**src/hdl/tlc_pkg.sv**
```systemverilog
package tlc_pkg;

  // system clock, 200 MHz
  localparam int CLK_PERIOD_PS = 5000;

  // pin synchroniser: one bit per pin
  localparam int SYNC_W        = 10;
  localparam int PIN_CLK       = 0;
  localparam int PIN_POS       = 1;
  localparam int PIN_NEG       = 2;
  localparam int PIN_HW_RAIL   = 3;
  localparam int PIN_HOST_RAIL = 4;
  localparam int PIN_HOST_MODE = 5;
  localparam int PIN_HW_RATE   = 6;
  localparam int PIN_HOST_RATE = 8;

  // substitution run lengths and symbol window
  localparam logic [2:0] RUN_B3ZS = 3'h3;
  localparam logic [2:0] RUN_HDB3 = 3'h4;
  localparam int         SLOTS    = 4;

  // fifo in the data path: {positive, negative}
  localparam int FIFO_W = 2;
  localparam int FIFO_D = 8;

  // reset values of the encoder state
  localparam logic       POL_START    = 1'b0;
  localparam logic       PARITY_START = 1'b0;
  localparam logic [2:0] RUN_START    = 3'h0;
  localparam logic [7:0] PERIOD_START = 8'h08;

  // rate strap encoding
  typedef enum logic [1:0] {
    TLC_RATE_E3,
    TLC_RATE_DS3,
    TLC_RATE_STS1,
    TLC_RATE_SPARE
  } tlc_rate_t;

endpackage

```
**src/hdl/tlc_fifo.sv**
```systemverilog
`timescale 1ns/10ps
`default_nettype none
module tlc_fifo #(
  parameter int WIDTH = 2,
  parameter int DEPTH = 8
) (
  input  wire logic             clock,
  input  wire logic             rstn,
  input  wire logic             inValid,
  output logic                  inReady,
  input  wire logic [WIDTH-1:0] inData,
  output logic                  outValid,
  input  wire logic             outReady,
  output logic      [WIDTH-1:0] outData
);
  localparam int AW = $clog2(DEPTH);

  typedef struct packed {
    logic [DEPTH-1:0][WIDTH-1:0] mem;
    logic [AW-1:0]               wrPtr;
    logic [AW-1:0]               rdPtr;
    logic [AW:0]                 count;
  } tlc_fifo_state_t;

  tlc_fifo_state_t q;
  tlc_fifo_state_t d;
  logic            doPush;
  logic            doPop;

  // honest flags straight from the fill count
  assign inReady  = (q.count != (AW+1)'(DEPTH));
  assign outValid = (q.count != '0);
  assign outData  = q.mem[q.rdPtr];
  assign doPush   = inValid && inReady;
  assign doPop    = outValid && outReady;

  // pointer wrap relies on depth being a power of two
  always_comb begin
    d = q;
    if (doPush) begin
      d.mem[q.wrPtr] = inData;
      d.wrPtr        = q.wrPtr + 1'b1;
    end
    if (doPop) begin
      d.rdPtr = q.rdPtr + 1'b1;
    end
    if (doPush && !doPop) begin
      d.count = q.count + 1'b1;
    end else if (doPop && !doPush) begin
      d.count = q.count - 1'b1;
    end
  end

  always_ff @(posedge clock) begin
    if (!rstn) begin
      q <= '0;
    end else begin
      q <= d;
    end
  end
endmodule
`default_nettype wire

```
**src/hdl/tlc_encoder.sv**
```systemverilog
`timescale 1ns/10ps
`default_nettype none
// Function
// - rate per channel, strap or host
// - single rail: positive input only, negative zero
// - rail select pin or host bit 0
// - dual rail rails forwarded as polarities
// - single rail: B3ZS for DS3/STS-1, HDB3 E3
// - three zeros become B0V or 00V
// - odd mark count between violations
// - marks and B alternate polarity
// - V repeats previous mark polarity
// - accept 30-70% duty, regenerate 50%
// - four zeros become 000V or B00V
// - dual rail bypasses the encoder
// - sample data on clock falling edge
module tlc_encoder
  import tlc_pkg::*;
(
  input  wire logic       clock,
  input  wire logic       rstn,
  input  wire logic       txLineClock,
  input  wire logic       txPositiveData,
  input  wire logic       txNegativeData,
  input  wire logic       railFormatSelect,
  input  wire logic       hostRailCtrl,
  input  wire logic       hostMode,
  input  wire logic [1:0] hwRateSelect,
  input  wire logic [1:0] hostRateSelect,
  input  wire logic       lineEnable,
  output logic            txReady,
  output logic            linePos,
  output logic            lineNeg,
  output logic            lineClock50,
  output logic            codingActive
);

  typedef struct packed {
    logic [SYNC_W-1:0]       s1;
    logic [SYNC_W-1:0]       s2;
    logic [SYNC_W-1:0]       s3;
    logic [SYNC_W-1:0]       pinStable;
    logic [SLOTS-1:0][2:0]   slot;
    logic [2:0]              zeroRun;
    logic                    lastPol;
    logic                    markParity;
    logic                    outPos;
    logic                    outNeg;
    logic                    outViol;
    logic                    outStrobe;
    logic                    lastOutPol;
    logic                    outParity;
    logic [7:0]              periodCnt;
    logic [7:0]              periodLen;
    logic                    clk50;
  } tlc_state_t;

  tlc_state_t        q;
  tlc_state_t        d;
  logic [SYNC_W-1:0] pinNow;
  logic              clkFall;
  logic              clkRise;
  logic              singleRail;
  tlc_rate_t         rate;
  logic [2:0]        runLimit;
  logic [1:0]        outIdx;
  logic              tick;
  logic              fifoValid;
  logic [1:0]        fifoData;
  logic              dataBit;
  logic              newPol;
  logic [2:0]        nextSym;
  logic [SYNC_W-1:0] pinRaw;

  assign pinRaw = {hostRateSelect, hwRateSelect, hostMode, hostRailCtrl,
                   railFormatSelect, txNegativeData, txPositiveData, txLineClock};

  // a pin change counts only once the second and third stages agree
  genvar gi;
  generate
    for (gi = 0; gi < SYNC_W; gi++) begin : g_agree
      assign pinNow[gi] = (q.s2[gi] == q.s3[gi]) ? q.s3[gi] : q.pinStable[gi];
    end
  endgenerate

  // edges of the partner clock, seen through the synchroniser
  assign clkFall = q.pinStable[PIN_CLK] && !pinNow[PIN_CLK];
  assign clkRise = !q.pinStable[PIN_CLK] && pinNow[PIN_CLK];

  // mode choice: host copies when in host mode, straps otherwise
  assign singleRail = pinNow[PIN_HOST_MODE] ? pinNow[PIN_HOST_RAIL]
                                            : pinNow[PIN_HW_RAIL];
  assign rate = tlc_rate_t'(pinNow[PIN_HOST_MODE] ?
                            pinNow[PIN_HOST_RATE +: 2] : pinNow[PIN_HW_RATE +: 2]);
  assign runLimit     = (rate == TLC_RATE_E3) ? RUN_HDB3 : RUN_B3ZS;
  assign outIdx       = 2'(runLimit - 3'h1);
  assign codingActive = singleRail;

  // drain one symbol per line-clock rise; a stopped transmitter back-pressures
  assign tick = clkRise && lineEnable;

  tlc_fifo #(
    .WIDTH (FIFO_W),
    .DEPTH (FIFO_D)
  ) u_fifo (
    .clock    (clock),
    .rstn     (rstn),
    .inValid  (clkFall),
    .inReady  (txReady),
    .inData   ({pinNow[PIN_POS], pinNow[PIN_NEG] && !singleRail}),
    .outValid (fifoValid),
    .outReady (tick),
    .outData  (fifoData)
  );

  // an empty fifo on a tick is sent as a zero bit, not a gap
  assign dataBit = fifoValid && fifoData[1];

  // substitution and polarity decision as each bit enters the window
  always_comb begin
    d         = q;
    d.s1      = pinRaw;
    d.s2      = q.s1;
    d.s3      = q.s2;
    d.pinStable = pinNow;
    d.outStrobe = tick;
    newPol    = ~q.lastPol;
    nextSym   = 3'h0;
    if (tick) begin
      d.slot = {q.slot[SLOTS-2:0], 3'h0};
      if (singleRail) begin
        d.outPos  = q.slot[outIdx][1];
        d.outNeg  = q.slot[outIdx][0];
        d.outViol = q.slot[outIdx][2];
        if (dataBit) begin
          nextSym      = {1'b0, newPol, ~newPol};
          d.lastPol    = newPol;
          d.markParity = ~q.markParity;
          d.zeroRun    = RUN_START;
        end else if (q.zeroRun + 3'h1 == runLimit) begin
          if (q.markParity) begin
            // 00V / 000V: odd marks already since the last V
            nextSym = {1'b1, q.lastPol, ~q.lastPol};
          end else begin
            // B00V / B0V: the B makes the count odd
            d.slot[outIdx] = {1'b0, newPol, ~newPol};
            nextSym        = {1'b1, newPol, ~newPol};
            d.lastPol      = newPol;
          end
          d.markParity = 1'b0;
          d.zeroRun    = RUN_START;
        end else begin
          d.zeroRun = q.zeroRun + 3'h1;
        end
        d.slot[0] = nextSym;
      end else begin
        // dual rail: rails go straight to the line, encoder idle
        d.outPos  = fifoValid && fifoData[1];
        d.outNeg  = fifoValid && fifoData[0];
        d.outViol = 1'b0;
      end
    end
    // output-side polarity history, one cycle behind each symbol
    if (q.outStrobe && (q.outPos || q.outNeg)) begin
      d.lastOutPol = q.outPos;
      d.outParity  = q.outViol ? 1'b0 : ~q.outParity;
    end
    // period measured between falls; high for the first half, any input duty
    if (clkFall) begin
      d.periodCnt = 8'h00;
      d.periodLen = (q.periodCnt == 8'hff) ? q.periodCnt : q.periodCnt + 8'h01;
      d.clk50     = 1'b1;
    end else begin
      d.periodCnt = (q.periodCnt == 8'hff) ? q.periodCnt : q.periodCnt + 8'h01;
      // nine bits so a saturated count cannot wrap and hold the clock high
      d.clk50     = ({1'b0, q.periodCnt} + 9'h001) < {2'b00, q.periodLen[7:1]};
    end
  end

  always_ff @(posedge clock) begin
    if (!rstn) begin
      q            <= '0;
      q.lastPol    <= POL_START;
      q.markParity <= PARITY_START;
      q.zeroRun    <= RUN_START;
      q.lastOutPol <= POL_START;
      q.periodLen  <= PERIOD_START;
    end else begin
      q <= d;
    end
  end

  assign linePos     = q.outPos;
  assign lineNeg     = q.outNeg;
  assign lineClock50 = q.clk50;
endmodule
`default_nettype wire

```
**config.mk**
```make
export PLATFORM = sky130hd
export DESIGN_NAME = tlc_encoder
export DESIGN_NICKNAME = d
export VERILOG_FILES = /design/src/hdl/tlc_pkg.sv /design/src/hdl/tlc_fifo.sv /design/src/hdl/tlc_encoder.sv
export SDC_FILE = /design/constraint.sdc
export NUM_CORES = 1
export LEC_CHECK = 0
export BUFFER_PORTS_ARGS = -buffer_cell sky130_fd_sc_hd__buf_4
export CORE_AREA = 2 2 100 102
export CTS_CLUSTER_SIZE = 14
export DETAILED_ROUTE_END_ITERATION = 10
export DIE_AREA = 0 0 102 104
export PLACE_DENSITY = 0.72
export SYNTH_ARGS = -nofsm -noshare
export SYNTH_HDL_FRONTEND = slang
export SYNTH_HIERARCHICAL = 1
export SYNTH_SLANG_ARGS = --single-unit
```
**constraint.sdc**
```tcl
create_clock -name clock -period 3.8 [get_ports clock]
set_clock_uncertainty 0.1 [all_clocks]
set_input_delay 0.19 -clock clock [delete_from_list [all_inputs] [get_ports clock]]
set_output_delay 0.19 -clock clock [all_outputs]
set_load 0.01 [all_outputs]
```
---- Yosys cells after proc, flatten, opt, wreduce, memory -nomap -nowiden ----
Cells that the tools add are included.
operators by class
  add/subtract/negate cells ............... 8
  $lt $le $gt $ge ......................... 6
  equality and inequality tests ........... 14
  muxes and demuxes ....................... 39
  bitwise operators ....................... 3
  reduce and logical (&&, ||, !) cells .... 25
operators with widths
  operator               count
  $mux W12               3
  $mux W3                7
  $mux W17               1
  $bwmux W16             1
  $mux W1                13
  $bwmux W12             1
  $logic_and A1 B1 Y1    12
  $eq A1 B1 Y1           10
  $mux W2                5
  $add A3 B1 Y3 const B  3
  $add A8 B1 Y9 const B  1
  $lt A9 B7 Y1           1
  $add A8 B1 Y8 const B  1
  $eq A8 B8 Y1 const B   1
  $lt A3 B4 Y1 const B   2
  $mux W4                2
  $mux W8                1
  $bmux W2 S3            1
  $bmux W3 S2            1
  $demux W2 S3           1
  $demux W3 S2           1
  $logic_not A1 Y1       5
  $mux W5                1
  $add A4 B1 Y4 const B  1
  16 further kinds       19
word-level totals
  register bits after elaboration ......... 102
  bits of input ports ..................... 13
  output and inout port bits .............. 5
  word-level logic and storage cells ...... 122

---- Depth between registers and ports, before layout ----
Gate-level depths: netlist of the first run.
  word-level depth ........................ 15
  mapped depth ............................ 12
  depth with buffers taken out ............ 12

---- Modules after synthesis ----
The synthesis of the first run kept the hierarchy.
modules (own cells, without submodules)
  module       times used  cells an instance  area each (um2)  sequential area each (um2)
  tlc_encoder  1           289                2831.5           1421.4
  tlc_fifo     1           129                1343.8           520.5

---- Worst setup path after synthesis of the first run ----
OpenSTA, ideal clock, no wires.
  path type ............................... register to register
  from .................................... register u_fifo/q[0] (netlist name)
  to ...................................... register u_fifo/q[3] (netlist name)
  library setup time ...................... 72 ps
  arrival ................................. 2324 ps
  required time ........................... 3628 ps
  path slack .............................. 1305 ps
  stages on the path, launching flop included .. 12
  path buffers ............................ 0
  clock period less this slack ............ 2495 ps
  path through ............................ dfxtp_1 -> nor4b_4 -> inv_1 -> nand2_1 -> inv_1 -> ha_1 -> inv_1 -> ha_1 -> a21oi_1 -> a211oi_1 -> a31oi_1 -> mux2i_1
on the way
  cells in the longest elaborated chain, start to end .. 5
  elaborated cells on any way between the ends .. 13
  classes of those cells .................. add/sub (2); eq/ne (1); mux (2); reduce/logical (8)
ends and longest elaborated chain
  item                          RTL line           source
  from (decl)                   tlc_fifo.sv:25     tlc_fifo_state_t q;
  from (signal assigned)        tlc_fifo.sv:56     q <= '0;
  from (signal assigned)        tlc_fifo.sv:58     q <= d;
  $ne A4 B4 Y1 *                tlc_fifo.sv:31     assign inReady = (q.count != (AW+1)'(DEPTH));
  net txReady                   tlc_encoder.sv:31  output logic txReady,
  $logic_and A1 B1 Y1 *         tlc_fifo.sv:34     assign doPush = inValid && inReady;
  net u_fifo.doPush             tlc_fifo.sv:27     logic doPush;
  $logic_not A1 Y1              tlc_fifo.sv:49     end else if (doPop && !doPush) begin
  $logic_and A1 B1 Y1           tlc_fifo.sv:49
  $reduce_bool A2 Y1 (no line)  --
The timed path passes the listed nets; every way through them passes the cells marked *. The select of a mux whose other input is x is not followed.
A chain may end at the register's enable or synchronous reset.

==> results.cfg, run 1 <==
[run_status]
outcome = completed

[yosys]
avgSynthCellArea_sq_um = 9.989
synth.cell_area_sq_um = 4175
ys_ff_latch = 97
netlist_top_cells_area = dfxtp_1, and2_1, mux2i_1, ha_1, nand2_1
synth_most_common_cell = dfxtp_1
synthCells = 418
async_flop_share = 0
synth_common_cells = dfxtp_1, and2_1, nand2_1, nor2_1, mux2i_1
seq_area_frac_synth = 0.4651
synth_ff_type = dfxtp_1
yosysWarnings = 6
synthDistinctLibCells = 57
syn_nets = 445
synth_top_area_cell = dfxtp_1
synth_top_area_share = 0.4651
synth-edff-count = 0

[sta]
rsz0062_at_grt = no
post-route-period-util = 0.7929
setup_viol = 0
final_max_slew_viol_count = 0
slew_headroom = 0.5649
tightest_slew_ns = 0.6526
fmax_mhz = 331.9
period_minus_slack_ns = 3.013
layout_setup_ws_ns = 0.7870
timing.setup.tns_ns = 0
finalHoldViolCount = 0

[route]
via_per_inst = 4.938
drcViolationCount = 0
highest_layer = met4
met2_length_um = 3261
drtIter0Drc = 103
wl_per_cell_um = 12.40
wirelength_um = 7153
drt-met1-wl_um = 3564
drtAntennaViolNets = 0
met3_length_um = 252
dr.pass1.iters = 4
num_vias = 2849

[placed_design]
portBuffers = 17
place_hpwl_um = 4797
post-place-ws_ns = 0.8686
dpl-instance-area_sq_um = 4383
dpl.cell_count = 551
gp_congestion = 0.7612

[global_route]
grt_pass1_wl_um = 12280
overflow = 0
grt_pass1_vias = 2599
antenna_found_initial = 0
grt_start_max_net_pins = 84
grtUsageTotal = 0.1445

[min_path]
hold_class = input port to register

[die]
initial_utilization = 0.4372
io_pins = 18
design.die.area_sq_um = 10610
rows = 36
core_area_sq_um = 9549
die_x_um = 102
die_height_um = 104

[power]
p_leak_nw = 1.869
ir_worst_vdd_v = 0.0002740
power_mw = 1.829
p_per_area_nw_per_um2 = 388.5

[setup_path]
cp.required_ns = 4.00
endpoint_kind = register
cp-start-kind = register
critPathKind = register to register
cp_max_fo = 12
arrival_ns = 3.21

[cts]
cts_root_buf = clkbuf_8
cts.reportedPaths.clkPinSlew_ns = 0.12
clkLatencyLatePin_ns = 0.38
hold_buffers = 10
htreeDepth = 3
cts_buffers = 9
cts_sinks = 97
clk_path_buf_depth = 2
postCtsSetupBuffers = 0
postCtsResizedCells = 0
cts_tree = done

[cells_and_area]
fin_area_sq_um = 4708
fin_nets = 466
finalNonFillerCells = 577
area_growth_pct = 12.77
antennaDiodeCount = 0
layout-drive-gt1-share = 0.1261
nFillCells = 881

[run]
max-cap-violations = 0
==> final timing paths <==
kind	startpoint	endpoint	slack [ns]	cells after the start
max reg2reg	q[40]	u_fifo/q[3]	0.79	10
min	rstn	q[4]	0.24	2
min reg2reg	d[60]	d[50]	0.34	1
max	q[40]	u_fifo/q[3]	0.79	10
==> kinds of logic after synthesis <==
group                      count (synthesis)  synth area share
xor gates and xnor gates                  14           0.02937
muxes                                     29           0.08331
buffers and inverters                     30           0.03236
AOI/OAI and AO/OA                         52           0.08421
and+or+nand+nor                          173            0.2391
adders and majority gates                 23           0.06653
DFF                                       97            0.4651
==> report_power, final <==
part           switching, mW  internal (mW)  total [mW]
Sequential           0.00965           1.03        1.04
Clock                  0.436          0.276       0.712
Combinational         0.0346         0.0381      0.0727
==> flip-flops by register name (all words and copies together), names as in the netlist <==
signal and cells:
lineClock50 1, q 48, u_fifo/q 26, linePos 1
d 20, lineNeg 1
==> stage by stage <==
step                  util  hold WS (ns)
finish              0.4931        0.2427
global route        0.4931        0.2670
CTS                 0.4931        0.2357
detailed placement  0.4590        0.3006
global placement    0.4590        0.2976
floorplan                -        0.2173
==> layout by cell type, fill, tap and decap left out, drive strengths merged, types with 8 or more instances in the layout <==
master and instances:
a211oi 8, a21oi 15, and2 49, buf 17
clkbuf 9, dfxtp 97, dlygate4sd3 10, ha 13
inv 14, maj3 9, mux2i 22, nand2 31
nand3 16, nor2 26, nor2b 19, o21ai 10
xnor2 10
==> layer usage <==
layer,vias up,global-route usage
met1,1322,0.2054
li1,1475,-
met3,6,0.04906
met5,-,0
met2,46,0.2101
met4,0,0.03714
==> worst max-delay path, cell delays in order (launching register included) <==
cell      delay (ns)
dfxtp_1         0.38
nand4b_1        0.39
clkinv_1        0.44
nand2_1         0.25
ha_1            0.19
inv_1           0.09
ha_1            0.33
a21oi_1         0.23
a211oi_1        0.13
a31oi_1         0.21
mux2i_1         0.19
==> cell type report <==
class	instances	area, sq um	share of cell area
clock buffers	9	123.9	0.02631
clock inverters	7	101.3	0.02153
inverters	13	48.80	0.01036
multi-input cells	291	2098	0.4457
flip-flops and latches	97	1942	0.4124
well taps	133	166.4	0.03534
repair buffers	27	227.7	0.04837
Power figures use the tool's default switching activity.
==> inputs of run 2 (changes only) <==
- PLACE_DENSITY: 0.72 -> 0.74
- clock period: 3.8 -> 2.65 ns (I/O delays scaled with it)
==> results.cfg, run 2 (synthesis results as in run 1) <==
[run_status]
outcome = completed

[setup_path]
arrival_ns = 2.72
r2r_cells = 9
rrSetupSlack_ns = 0.13
critPathKind = register to register
r2r_start = u_fifo/q[0]
cp_cell_sequence = or4_4 > nand2_1 > ha_1 > inv_1 > ha_1 > a21oi_2 > a211oi_1 > a31oi_1 > mux2i_1
cp.required_ns = 2.85
cp_max_fo = 6
startpoint = u_fifo/q[0]
worstSetupEndpoint = u_fifo/q[3]
max_stage_delay_ns = 0.57
slowest_stage = or4_4
endpoint_kind = register
cp-start-kind = register
cp_common_cell = ha_1
r2r_end = u_fifo/q[3]

[power]
p_per_area_nw_per_um2 = 540.8
switching_power_uw = 649.7
pwr-share-comb = 0.041
intPower_mw = 1.917
p_leak_nw = 1.895
ir_worst_vdd_v = 0.0002845
pwr-share-seq = 0.583
power_mw = 2.567
clkPwrFrac = 0.375
swShare = 0.2531

[min_path]
hold_start = rstn
hold_path_depth = 2
hold_class = input port to register

[cells_and_area]
top_register = q
multi_input_area_sq_um = 2102
area_growth_pct = 13.69
nFillCells = 890
seqCellArea_sq_um = 1943
layout_commonest_cell = dfxtp_1
finalNonFillerCells = 584
final_cell_mix = dfxtp_1, and2_1, nand2_1
antennaDiodeCount = 0
layout-drive-gt1-share = 0.1441
largest_reg_flops = 48
fin_util = 0.4971
fin_nets = 473

[die]
die_x_um = 102
design.die.area_sq_um = 10610
die_height_um = 104
initial_utilization = 0.4372
io_pins = 18
core_area_sq_um = 9549
rows = 36

[route]
via_per_inst = 4.872
drtIter0Drc = 82
wl_per_cell_um = 12.51
drcViolationCount = 0
drtAntennaViolNets = 0
num_vias = 2845
dr.pass1.iters = 5
wirelength_um = 7303

[cts]
htreeDepth = 3
cts.reportedPaths.clkPinSlew_ns = 0.11
cts_sinks = 97
clkLatencyLatePin_ns = 0.37
cts_buffers = 9
clk_path_buf_depth = 2
cts_tree = done
cts_root_buf = clkbuf_8

[global_route]
grtUsageTotal = 0.1438
overflow = 0
grt_pass1_vias = 2737
antenna_found_initial = 0
grt_start_max_net_pins = 56
grt_pass1_wl_um = 12460

[sta]
fmax_mhz = 397.5
tightest_slew_ns = 0.5672
period_minus_slack_ns = 2.516
finalHoldViolCount = 0
timing.setup.tns_ns = 0
post-route-period-util = 0.9494
slew_headroom = 0.6211
final_max_slew_viol_count = 0
rsz0062_at_grt = no
setup_viol = 0

[placed_design]
portBuffers = 17
gp_congestion = 0.8544
dpl.cell_count = 557
place_hpwl_um = 5115

[run]
max-cap-violations = 0
-- run 2: cell count changes in the layout (fill, tap and decap cells not counted), sizes merged --
cell      previous run  this run
clkinvlp             0         1
buf                 17        24
clkinv               6         5
-- run 2: worst max-delay path: cells and delay by family (launching register included) --
family,cells,cell delay [ns]
buffers and inverters,1,0.09
muxes,1,0.20
and+or+nand+nor,2,0.72
AOI/OAI and AO/OA,3,0.43
DFF,1,0.38
adders and majority gates,2,0.53
-- run 2: cell type report --
class / count / area share
Clock buffer: 9 / 0.02609
Sequential cell: 97 / 0.4093
Timing Repair Buffer: 34 / 0.05904
Tap cell: 133 / 0.03506
Clock inverter: 7 / 0.01740
Inverter: 13 / 0.01028
Multi-Input combinational cell: 291 / 0.4428
-- run 2: what timing repair did --
item                                    4_1_cts  5_1_grt
endpoints found under the setup margin        1        1
resized for setup                             0        2
pin swaps                                     1        1
buffers inserted                              0        1
hold buffers                                 10        0
hold endpoints to repair                     10        0
-- run 2: power groups by stage --
stage | registers [mW] | logic, mW | clock network, mW
6_report | 1.50 | 0.106 | 0.964
5_1_grt | 1.50 | 0.118 | 1.05
4_1_cts | 1.50 | 0.106 | 0.999
3_5_place_dp | 1.53 | 0.0947 | 0
3_3_place_gp | 1.53 | 0.0914 | 0
2_1_floorplan | 1.53 | 0.0649 | 0
-- run 2: worst min-delay path by stage --
stage	endpoint
after floorplan	d[60]
after global placement	d[63]
after detailed placement	d[64]
after CTS	q[4]
after global routing	q[4]
final	q[4]
-- run 2: metrics by stage --
step	hold WS, ns	cell area (sq um)	worst slack [ns]
global route	0.1132	4747	0.002494
detailed placement	0.2443	4428	0.03007
CTS	0.08261	4735	0.02869
global placement	0.2406	4428	0.1656
finish	0.09976	4747	0.1342
floorplan	0.1598	4175	0.1546
-- run 2: per-layer routing --
layer	track usage	share of wire
met1	0.1902	0.49
met4	0.04286	0.0089
met2	0.2345	0.48
met3	0.03091	0.021
met5	0	0
